`src/rtl/wake_pkg.sv`:
```
package wake_pkg;

    // ------------------------------------------------------------
    // register map (byte addresses, one aligned word each)
    // ------------------------------------------------------------
    localparam logic [7:0] ctrl_off = 8'h00;
    localparam logic [7:0] status_off = 8'h04;
    localparam logic [7:0] station_lo_off = 8'h08;
    localparam logic [7:0] station_hi_off = 8'h0c;
    localparam logic [7:0] flt_mask_base = 8'h10;
    localparam logic [7:0] flt_cmd_off = 8'h20;
    localparam logic [7:0] flt_offset_off = 8'h24;
    localparam logic [7:0] flt_crc01_off = 8'h28;
    localparam logic [7:0] flt_crc23_off = 8'h2c;

    // ------------------------------------------------------------
    // control and status field positions
    // ------------------------------------------------------------
    localparam int ctrl_pd_bit = 0;
    localparam int ctrl_magic_bit = 1;
    localparam int ctrl_filter_bit = 2;
    localparam int ctrl_unicast_bit = 9;
    localparam int stat_pd_bit = 0;
    localparam int stat_filter_bit = 5;
    localparam int stat_magic_bit = 6;
    localparam int cmd_on_bit = 0;
    localparam int cmd_group_bit = 3;

    // ------------------------------------------------------------
    // frame and checksum constants
    // ------------------------------------------------------------
    localparam int num_filters = 4;
    localparam int mask_bytes = 31;
    localparam int magic_sync_len = 6;
    localparam int magic_reps = 16;
    localparam logic [7:0] sync_byte = 8'hff;
    localparam logic [15:0] crc_poly = 16'h8005;
    localparam logic [15:0] crc_seed = 16'hffff;

    typedef struct packed {
        logic [30:0] byte_mask;
        logic on;
        logic group_sel;
        logic [7:0] start_offset;
        logic [15:0] expected;
    } filter_cfg_t;

    typedef struct packed {
        logic valid;
        logic [7:0] data;
        logic sof;
        logic eof;
    } rx_beat_t;

endpackage

```
`src/rtl/wake_power_mgmt.sv`:
```
module wake_power_mgmt
    import wake_pkg::*;
#(
    parameter int nfilt = num_filters
) (
    // clock and reset
    input wire logic pclk,
    input wire logic presetn,
    // apb slave
    input wire logic psel,
    input wire logic penable,
    input wire logic pwrite,
    input wire logic [7:0] paddr,
    input wire logic [31:0] pwdata,
    output logic [31:0] prdata,
    output logic pready,
    output logic pslverr,
    // receive path, same clock
    input wire rx_beat_t rx_in,
    input wire logic rx_addr_ok,
    // frames passed on to the rest of the mac
    output rx_beat_t rx_out,
    // power state
    output logic low_power_mode,
    output logic wakeup_irq
);

    // ------------------------------------------------------------
    // register state
    // ------------------------------------------------------------
    logic pd_r, pd_nxt;
    logic wake_on_unicast_en_r, wake_on_unicast_en_nxt;
    logic wake_on_filter_match_en_r, wake_on_filter_match_en_nxt;
    logic wake_on_magic_frame_en_r, wake_on_magic_frame_en_nxt;
    logic filter_wake_seen_r, filter_wake_seen_nxt;
    logic magic_wake_seen_r, magic_wake_seen_nxt;
    logic irq_r, irq_nxt;
    logic [47:0] station_r, station_nxt;
    filter_cfg_t [nfilt-1:0] flt_r, flt_nxt;
    logic [31:0] prdata_r, prdata_nxt;
    rx_beat_t rx_out_r, rx_out_nxt;

    // ------------------------------------------------------------
    // frame tracking
    // ------------------------------------------------------------
    logic [7:0] idx_r, idx_nxt;
    logic group_r, group_nxt;
    logic uni_ok_r, uni_ok_nxt;
    logic eof_d_r;
    logic cur_group;
    logic [nfilt-1:0] flt_hit;
    logic magic_hit;

    // byte 0 is the first destination byte; bit 0 of it is the group bit
    assign cur_group = (rx_in.sof) ? rx_in.data[0] : group_r;

    always_comb begin
        idx_nxt = idx_r;
        group_nxt = group_r;
        uni_ok_nxt = uni_ok_r;
        if (rx_in.valid) begin
            if (rx_in.sof) begin
                idx_nxt = 8'd1;
                group_nxt = rx_in.data[0];
                uni_ok_nxt = 1'b0;
            end else if (idx_r != 8'hff) begin
                idx_nxt = idx_r + 8'd1;
            end
            if (rx_in.eof) begin
                uni_ok_nxt = rx_addr_ok && !cur_group;
            end
        end
    end

    always_ff @(posedge pclk or negedge presetn) begin
        if (!presetn) begin
            idx_r <= '0;
            group_r <= 1'b0;
            uni_ok_r <= 1'b0;
            eof_d_r <= 1'b0;
        end else begin
            idx_r <= idx_nxt;
            group_r <= group_nxt;
            uni_ok_r <= uni_ok_nxt;
            eof_d_r <= rx_in.valid && rx_in.eof;
        end
    end

    // ------------------------------------------------------------
    // wake detectors
    // ------------------------------------------------------------
    // all filters see the frame while awake too; only power-down acts on hits
    for (genvar g = 0; g < nfilt; g++) begin : g_flt
        wake_crc_filter u_flt (
            .pclk(pclk),
            .presetn(presetn),
            .cfg(flt_r[g]),
            .beat(rx_in),
            .byte_idx(rx_in.sof ? 8'd0 : idx_r),
            .dest_group(cur_group),
            .hit(flt_hit[g])
        );
    end

    wake_magic_detect u_magic (
        .pclk(pclk),
        .presetn(presetn),
        .station(station_r),
        .beat(rx_in),
        .found(magic_hit)
    );

    // ------------------------------------------------------------
    // receive gate
    // ------------------------------------------------------------
    always_comb begin
        rx_out_nxt = rx_in;
        if (pd_r) begin
            rx_out_nxt.valid = 1'b0;
        end
    end

    // ------------------------------------------------------------
    // apb access and power state
    // ------------------------------------------------------------
    logic wr_en, rd_en, bad_addr;
    logic wake_filter, wake_magic, wake_uni, wake_any;
    logic [31:0] rd_val;

    assign wr_en = psel && penable && pwrite;
    assign rd_en = psel && penable && !pwrite;

    always_comb begin
        wake_filter = pd_r && wake_on_filter_match_en_r && (|flt_hit);
        wake_magic = pd_r && wake_on_magic_frame_en_r && magic_hit;
        wake_uni = pd_r && wake_on_unicast_en_r && eof_d_r && uni_ok_r;
        wake_any = wake_filter || wake_magic || wake_uni;
    end

    always_comb begin
        rd_val = '0;
        bad_addr = 1'b0;
        case (paddr)
            ctrl_off: begin
                rd_val[ctrl_pd_bit] = pd_r;
                rd_val[ctrl_magic_bit] = wake_on_magic_frame_en_r;
                rd_val[ctrl_filter_bit] = wake_on_filter_match_en_r;
                rd_val[ctrl_unicast_bit] = wake_on_unicast_en_r;
            end
            status_off: begin
                rd_val[stat_pd_bit] = pd_r;
                rd_val[stat_filter_bit] = filter_wake_seen_r;
                rd_val[stat_magic_bit] = magic_wake_seen_r;
            end
            station_lo_off: rd_val = station_r[31:0];
            station_hi_off: rd_val[15:0] = station_r[47:32];
            flt_cmd_off: begin
                for (int i = 0; i < nfilt; i++) begin
                    rd_val[i*8 + cmd_on_bit] = flt_r[i].on;
                    rd_val[i*8 + cmd_group_bit] = flt_r[i].group_sel;
                end
            end
            flt_offset_off: begin
                for (int i = 0; i < nfilt; i++) begin
                    rd_val[i*8 +: 8] = flt_r[i].start_offset;
                end
            end
            flt_crc01_off: rd_val = {flt_r[1].expected, flt_r[0].expected};
            flt_crc23_off: rd_val = {flt_r[3].expected, flt_r[2].expected};
            default: begin
                if (paddr >= flt_mask_base && paddr < flt_mask_base + 8'(nfilt * 4) && paddr[1:0] == 2'b00) begin
                    rd_val[30:0] = flt_r[paddr[3:2]].byte_mask;
                end else begin
                    bad_addr = 1'b1;
                end
            end
        endcase
    end

    always_comb begin
        pd_nxt = pd_r;
        wake_on_unicast_en_nxt = wake_on_unicast_en_r;
        wake_on_filter_match_en_nxt = wake_on_filter_match_en_r;
        wake_on_magic_frame_en_nxt = wake_on_magic_frame_en_r;
        filter_wake_seen_nxt = filter_wake_seen_r;
        magic_wake_seen_nxt = magic_wake_seen_r;
        irq_nxt = irq_r;
        station_nxt = station_r;
        flt_nxt = flt_r;
        prdata_nxt = prdata_r;
        if (rd_en) begin
            prdata_nxt = rd_val;
            if (paddr == status_off) begin
                filter_wake_seen_nxt = 1'b0;
                magic_wake_seen_nxt = 1'b0;
                irq_nxt = 1'b0;
            end
        end
        if (wr_en && !bad_addr) begin
            case (paddr)
                ctrl_off: begin
                    pd_nxt = pwdata[ctrl_pd_bit];
                    wake_on_magic_frame_en_nxt = pwdata[ctrl_magic_bit];
                    wake_on_filter_match_en_nxt = pwdata[ctrl_filter_bit];
                    wake_on_unicast_en_nxt = pwdata[ctrl_unicast_bit];
                end
                station_lo_off: station_nxt[31:0] = pwdata;
                station_hi_off: station_nxt[47:32] = pwdata[15:0];
                flt_cmd_off: begin
                    for (int i = 0; i < nfilt; i++) begin
                        flt_nxt[i].on = pwdata[i*8 + cmd_on_bit];
                        flt_nxt[i].group_sel = pwdata[i*8 + cmd_group_bit];
                    end
                end
                flt_offset_off: begin
                    for (int i = 0; i < nfilt; i++) begin
                        flt_nxt[i].start_offset = pwdata[i*8 +: 8];
                    end
                end
                flt_crc01_off: begin
                    flt_nxt[0].expected = pwdata[15:0];
                    flt_nxt[1].expected = pwdata[31:16];
                end
                flt_crc23_off: begin
                    flt_nxt[2].expected = pwdata[15:0];
                    flt_nxt[3].expected = pwdata[31:16];
                end
                status_off: begin
                end
                default: flt_nxt[paddr[3:2]].byte_mask = pwdata[30:0];
            endcase
        end
        // hardware wake wins over a same-cycle status read or control write
        if (wake_any) begin
            pd_nxt = 1'b0;
            irq_nxt = 1'b1;
        end
        if (wake_filter) begin
            filter_wake_seen_nxt = 1'b1;
        end
        if (wake_magic) begin
            magic_wake_seen_nxt = 1'b1;
        end
    end

    always_ff @(posedge pclk or negedge presetn) begin
        if (!presetn) begin
            pd_r <= 1'b0;
            wake_on_unicast_en_r <= 1'b0;
            wake_on_filter_match_en_r <= 1'b0;
            wake_on_magic_frame_en_r <= 1'b0;
            filter_wake_seen_r <= 1'b0;
            magic_wake_seen_r <= 1'b0;
            irq_r <= 1'b0;
            station_r <= '0;
            flt_r <= '0;
            prdata_r <= '0;
            rx_out_r <= '0;
        end else begin
            pd_r <= pd_nxt;
            wake_on_unicast_en_r <= wake_on_unicast_en_nxt;
            wake_on_filter_match_en_r <= wake_on_filter_match_en_nxt;
            wake_on_magic_frame_en_r <= wake_on_magic_frame_en_nxt;
            filter_wake_seen_r <= filter_wake_seen_nxt;
            magic_wake_seen_r <= magic_wake_seen_nxt;
            irq_r <= irq_nxt;
            station_r <= station_nxt;
            flt_r <= flt_nxt;
            prdata_r <= prdata_nxt;
            rx_out_r <= rx_out_nxt;
        end
    end

    // zero-wait slave: data for a read is taken at the access edge from rd_val
    assign prdata = (rd_en) ? rd_val : prdata_r;
    assign pready = 1'b1;
    assign pslverr = psel && penable && bad_addr;
    assign rx_out = rx_out_r;
    assign low_power_mode = pd_r;
    assign wakeup_irq = irq_r;

endmodule

```
`src/rtl/wake_crc_filter.sv`:
```
module wake_crc_filter
    import wake_pkg::*;
(
    // clock and reset
    input wire logic pclk,
    input wire logic presetn,
    // setup
    input wire filter_cfg_t cfg,
    // frame stream
    input wire rx_beat_t beat,
    input wire logic [7:0] byte_idx,
    input wire logic dest_group,
    // result, one-cycle pulse on frame end
    output logic hit
);

    logic [15:0] crc_r, crc_nxt;
    logic hit_r, hit_nxt;
    logic [7:0] rel;
    logic in_win;

    // reflected form of 0x8005, data taken lsb first
    function automatic logic [15:0] crc_step(input logic [15:0] c, input logic [7:0] d);
        logic [15:0] x;
        logic [15:0] rpoly;
        x = c;
        for (int i = 0; i < 16; i++) begin
            rpoly[i] = crc_poly[15 - i];
        end
        for (int i = 0; i < 8; i++) begin
            if (x[0] ^ d[i]) begin
                x = (x >> 1) ^ rpoly;
            end else begin
                x = x >> 1;
            end
        end
        return x;
    endfunction

    always_comb begin
        rel = byte_idx - cfg.start_offset;
        in_win = (byte_idx >= cfg.start_offset) && (rel < 8'(mask_bytes));
        crc_nxt = crc_r;
        hit_nxt = 1'b0;
        if (beat.valid) begin
            if (beat.sof) begin
                crc_nxt = crc_seed;
            end
            if (in_win && cfg.byte_mask[rel[4:0]]) begin
                crc_nxt = crc_step(beat.sof ? crc_seed : crc_r, beat.data);
            end
            if (beat.eof) begin
                hit_nxt = cfg.on && (cfg.group_sel == dest_group) && (crc_nxt == cfg.expected);
            end
        end
    end

    always_ff @(posedge pclk or negedge presetn) begin
        if (!presetn) begin
            crc_r <= crc_seed;
            hit_r <= 1'b0;
        end else begin
            crc_r <= crc_nxt;
            hit_r <= hit_nxt;
        end
    end

    assign hit = hit_r;

endmodule

```
`src/rtl/wake_magic_detect.sv`:
```
module wake_magic_detect
    import wake_pkg::*;
(
    // clock and reset
    input wire logic pclk,
    input wire logic presetn,
    // station address
    input wire logic [47:0] station,
    // frame stream
    input wire rx_beat_t beat,
    // one-cycle pulse on frame end
    output logic found
);

    // sync counts leading 0xff bytes; rep and pos walk the address copies
    logic [2:0] sync_r, sync_nxt;
    logic [4:0] rep_r, rep_nxt;
    logic [2:0] pos_r, pos_nxt;
    logic seen_r, seen_nxt;
    logic found_r, found_nxt;

    always_comb begin
        sync_nxt = sync_r;
        rep_nxt = rep_r;
        pos_nxt = pos_r;
        seen_nxt = seen_r;
        found_nxt = 1'b0;
        if (beat.valid) begin
            if (beat.sof) begin
                seen_nxt = 1'b0;
                sync_nxt = '0;
                rep_nxt = '0;
                pos_nxt = '0;
            end
            // six 0xff then sixteen address copies, back to back
            if (!seen_nxt) begin
                if (rep_nxt == 5'd0 && pos_nxt == 3'd0 && sync_nxt < 3'(magic_sync_len)) begin
                    sync_nxt = (beat.data == sync_byte) ? sync_nxt + 3'd1 : 3'd0;
                end else if (beat.data == station[8'(pos_nxt) * 8 +: 8]) begin
                    if (pos_nxt == 3'd5) begin
                        pos_nxt = 3'd0;
                        rep_nxt = rep_nxt + 5'd1;
                        if (rep_nxt == 5'(magic_reps)) begin
                            seen_nxt = 1'b1;
                        end
                    end else begin
                        pos_nxt = pos_nxt + 3'd1;
                    end
                end else begin
                    // 0xff right after a full sync keeps it; mid-address it only opens a new run
                    if (beat.data != sync_byte) begin
                        sync_nxt = 3'd0;
                    end else if (rep_nxt == 5'd0 && pos_nxt == 3'd0) begin
                        sync_nxt = 3'(magic_sync_len);
                    end else begin
                        sync_nxt = 3'd1;
                    end
                    rep_nxt = '0;
                    pos_nxt = '0;
                end
            end
            if (beat.eof) begin
                found_nxt = seen_nxt;
            end
        end
    end

    always_ff @(posedge pclk or negedge presetn) begin
        if (!presetn) begin
            sync_r <= '0;
            rep_r <= '0;
            pos_r <= '0;
            seen_r <= 1'b0;
            found_r <= 1'b0;
        end else begin
            sync_r <= sync_nxt;
            rep_r <= rep_nxt;
            pos_r <= pos_nxt;
            seen_r <= seen_nxt;
            found_r <= found_nxt;
        end
    end

    assign found = found_r;

endmodule

```
`config.mk`:
```
export PLATFORM = sky130hd
export DESIGN_NAME = wake_power_mgmt
export DESIGN_NICKNAME = d
export VERILOG_FILES = /design/src/rtl/wake_pkg.sv /design/src/rtl/wake_power_mgmt.sv /design/src/rtl/wake_crc_filter.sv /design/src/rtl/wake_magic_detect.sv
export SDC_FILE = /design/constraint.sdc
export NUM_CORES = 1
export LEC_CHECK = 0
export CORE_AREA = 2 2 191 231
export DETAILED_ROUTE_END_ITERATION = 10
export DIE_AREA = 0 0 193 233
export DONT_BUFFER_PORTS = 1
export GPL_TIMING_DRIVEN = 0
export PLACE_DENSITY = 0.77
export SLEW_MARGIN = 20
export SYNTH_ARGS = -nofsm -noshare
export SYNTH_HDL_FRONTEND = slang
export SYNTH_SLANG_ARGS = --single-unit
export TNS_END_PERCENT = 20
```
`constraint.sdc`:
```
create_clock -name pclk -period 8 [get_ports pclk]
set_input_delay 1.6 -clock pclk [delete_from_list [all_inputs] [get_ports pclk]]
set_output_delay 1.6 -clock pclk [all_outputs]
set_load 0.02 [all_outputs]
```
==> flow_summary.json <==
{
  "p_leak_uw": 0.0120,
  "syn-num-nets": 2474,
  "end_kind": "register",
  "gp_congestion": 1.03,
  "final_cells": 3001,
  "min_period_ns": 8.02,
  "num-nets-final": 2514,
  "utilization": 0.649,
  "irDropWorstVdd_v": 0.000255,
  "path_max_fanout": 27,
  "finClkSkew_ns": 0.0156,
  "power.density_mw_per_mm2": 240,
  "ys_warn_count": 0,
  "via_per_inst": 7.21,
  "syn_inst": 2376,
  "drc": 0,
  "grt_pass1_vias": 21392,
  "dp_cells": 2929,
  "setup.worst_path.class": "in2reg",
  "status": "complete, but fails checks",
  "cts_tree": "done",
  "syn-cell-area_sq_mm": 0.0253,
  "cts.clk_slew.worst_paths_ns": 0.06,
  "clkSinkCount": 418,
  "hold_path_class": "reg2reg",
  "area_growth_pct": 9.06,
  "avgRoutedWirePerCell_microns": 33.0,
  "critical_path.reg2reg.startpoint": "idx_r[0]$_DFFE_PN0P_",
  "fin_crit_sh": 1.00,
  "slew_headroom": 0.169,
  "crit_required_ns": 8.52,
  "overflow": 0,
  "synth_seq_cells": 418,
  "cts_root_buffer": "clkbuf_16",
  "dp_hpwl_mm": 74.0,
  "synth_flop_cell": "dfrtp_1",
  "violations": "negative setup slack",
  "min_from": "u_magic.sync_r[0]$_DFFE_PN0P_",
  "antenna_found_initial": 3,
  "multi_input_area_sq_mm": 0.0139,
  "dr_total_vias": 21623,
  "io_pins": 104,
  "seq_area_sq_mm": 0.0105,
  "grt_pass1_wl_mm": 145,
  "synth-edff-count": 0,
  "h-tree-depth": 2,
  "ys_async_sr_fraction": 1.00,
  "cp-start-kind": "input pin",
  "numPortBuffers": 0,
  "rsz0062_at_grt": "yes",
  "nFillCells": 3313,
  "dp_slack_ns": -3.68,
  "wl_mm": 99.0,
  "drt_iter0_drc": 2599,
  "fp.dieW_microns": 193,
  "synth.distinct_cells": 97,
  "clkLatencyLatePin_ns": 0.61,
  "ys_seq_area_frac": 0.416,
  "crit_start": "rx_in[1]",
  "first_pass_iters": 7,
  "fin_ws_ns": -0.0159,
  "std_cell_rows": 83,
  "hold_viol": 0,
  "coreArea_sq_mm": 0.0426,
  "tightestPinTransition_ns": 1.24,
  "drive_gt1_frac": 0.235,
  "cts_buffers": 44,
  "syn_avg_cell_area_sq_um": 10.7,
  "hold_buffers": 0,
  "die_h_microns": 233,
  "grtUsageTotal": 0.448,
  "start_util": 0.595,
  "cap_violations": 0,
  "max_freq_mhz": 125,
  "setup_viol": 1,
  "clockBufferDepth": 3,
  "grt_max_degree": 419,
  "slew_viol_final": 0,
  "ant_nets": 0,
  "layout_commonest_cell": "dfrtp_1",
  "most-common-layout-cells": "354 x dfrtp_1, 281 x mux2_2, 152 x nor2_1",
  "dieArea_sq_mm": 0.0450,
  "crit_arrival_ns": 8.54
}
==> metal layers <==
metal	global-route usage	vias up	wire, microns
li1	-	8967	-
met1	0.556	10769	36400
met2	0.708	1438	45600
met3	0.0970	445	9020
met4	0.290	4	7980
met5	0	-	27
==> cells in the mapped netlist (all sizes together), types with 9 or more instances <==
cell type,instances,area [sq um]
a211oi,15,113
a21o,32,240
a21oi,147,736
a221oi,25,225
a222oi,36,360
a22oi,25,188
and2,10,62.6
and3,13,81.3
buf,67,308
clkbuf,111,417
dfrtp,354,8860
dfstp,64,1680
ha,37,463
inv,73,274
mux2,294,3310
mux2i,63,631
mux4,60,1350
nand2,128,485
nand3,35,180
nand4,14,87.6
nor2,153,582
nor2b,28,175
nor3,39,211
nor3b,11,87.6
nor4,18,119
o2111ai,9,78.8
o211ai,14,105
o21a,13,97.6
o21ai,107,536
o22a,15,131
o22ai,62,388
o31ai,9,72.6
or2,12,75.1
or3,14,87.6
xnor2,87,788
xor2,51,473
==> power breakdown <==
part	switching, uW	total [uW]	internal [uW]
Clock	926	2120	1190
Sequential	195	2540	2350
Combinational	1200	1950	748
Total	2330	6620	4290
==> logic make-up (layout without fill, tap and decap cells) <==
| family | after synthesis | count (layout) | synth area share |
|---|---|---|---|
| other | 1 | 2 | 0.000148 |
| adder cells (fa/ha/maj) | 41 | 41 | 0.0214 |
| AND/OR/NAND/NOR | 510 | 510 | 0.0995 |
| multiplexers | 417 | 417 | 0.209 |
| flip-flops | 418 | 418 | 0.416 |
| AO/OA/AOI/OAI | 595 | 595 | 0.161 |
| XOR/XNOR | 142 | 142 | 0.0535 |
| buffers and inverters | 252 | 324 | 0.0396 |
==> worst paths after layout <==
path | slack (ns) | cells past startpoint | endpoint
setup / recovery | -0.02 | 18 | g_flt[3].u_flt.hit$_DFF_PN0_
hold / removal | 0.49 | 2 | u_magic.sync_r[0]$_DFFE_PN0P_
setup reg to reg | 2.62 | 14 | g_flt[3].u_flt.hit$_DFF_PN0_
hold reg to reg | 0.49 | 2 | u_magic.sync_r[0]$_DFFE_PN0P_
max in group asynchronous | 6.50 | 0 | flt_r[105]$_DFFE_PN0P_
min in group asynchronous | 0.70 | 0 | rx_out[9]$_DFF_PN0_
==> cell type report <==
type	instances	share of cell area
clock buffer	59	0.0463
antenna	1	0.0000906
sequential	418	0.382
inverter	74	0.0101
tap	552	0.0250
timing repair buffer	1	0.000181
clock inverter	19	0.00666
buffer	171	0.0271
multi-input combinational	1706	0.503
==> flip-flops by register name (all words and copies together) (netlist names), 3 cells and up <==
name	flops
idx_r	8
flt_r	228
g_flt.u_flt.crc_r	64
u_magic.pos_r	3
g_flt.u_flt.hit	4
rx_out	11
prdata_r	32
station_r	48
u_magic.rep_r	5
u_magic.sync_r	3
==> stage by stage <==
step / cell area [sq um] / total power [uW] / setup TNS (ns) / hold WS [ns]
floorplan: 25300 / 3860 / 0 / 0.442
global placement: 26000 / 4390 / -193.10 / 0.465
detailed placement: 26000 / 4420 / -192.19 / 0.467
CTS: 27600 / 6530 / 0 / 0.494
global route: 27600 / 6840 / -0.0209 / 0.517
finish: 27600 / 6620 / -0.0159 / 0.485
==> worst max-delay path: stages <==
cell and delay, ns:
buf_2 0.21, clkinv_2 0.44, clkbuf_2 0.45, clkbuf_2 0.51
clkbuf_2 0.44, nand2_1 0.37, fa_2 0.92, mux4_2 0.39
mux2i_1 0.71, o21ai_0 0.26, a21oi_2 0.50, nor3_4 0.16
buf_2 0.27, buf_2 0.23, a211oi_1 0.46, xnor2_1 0.12
nor4_1 0.16, and4_1 0.27
==> timing repair <==
item / in CTS / in global routing
setup endpoints to repair: 68 / 25
gates resized for setup: 24 / 16
setup buffers: 0 / 0
(Power assumes the default switching activity.)
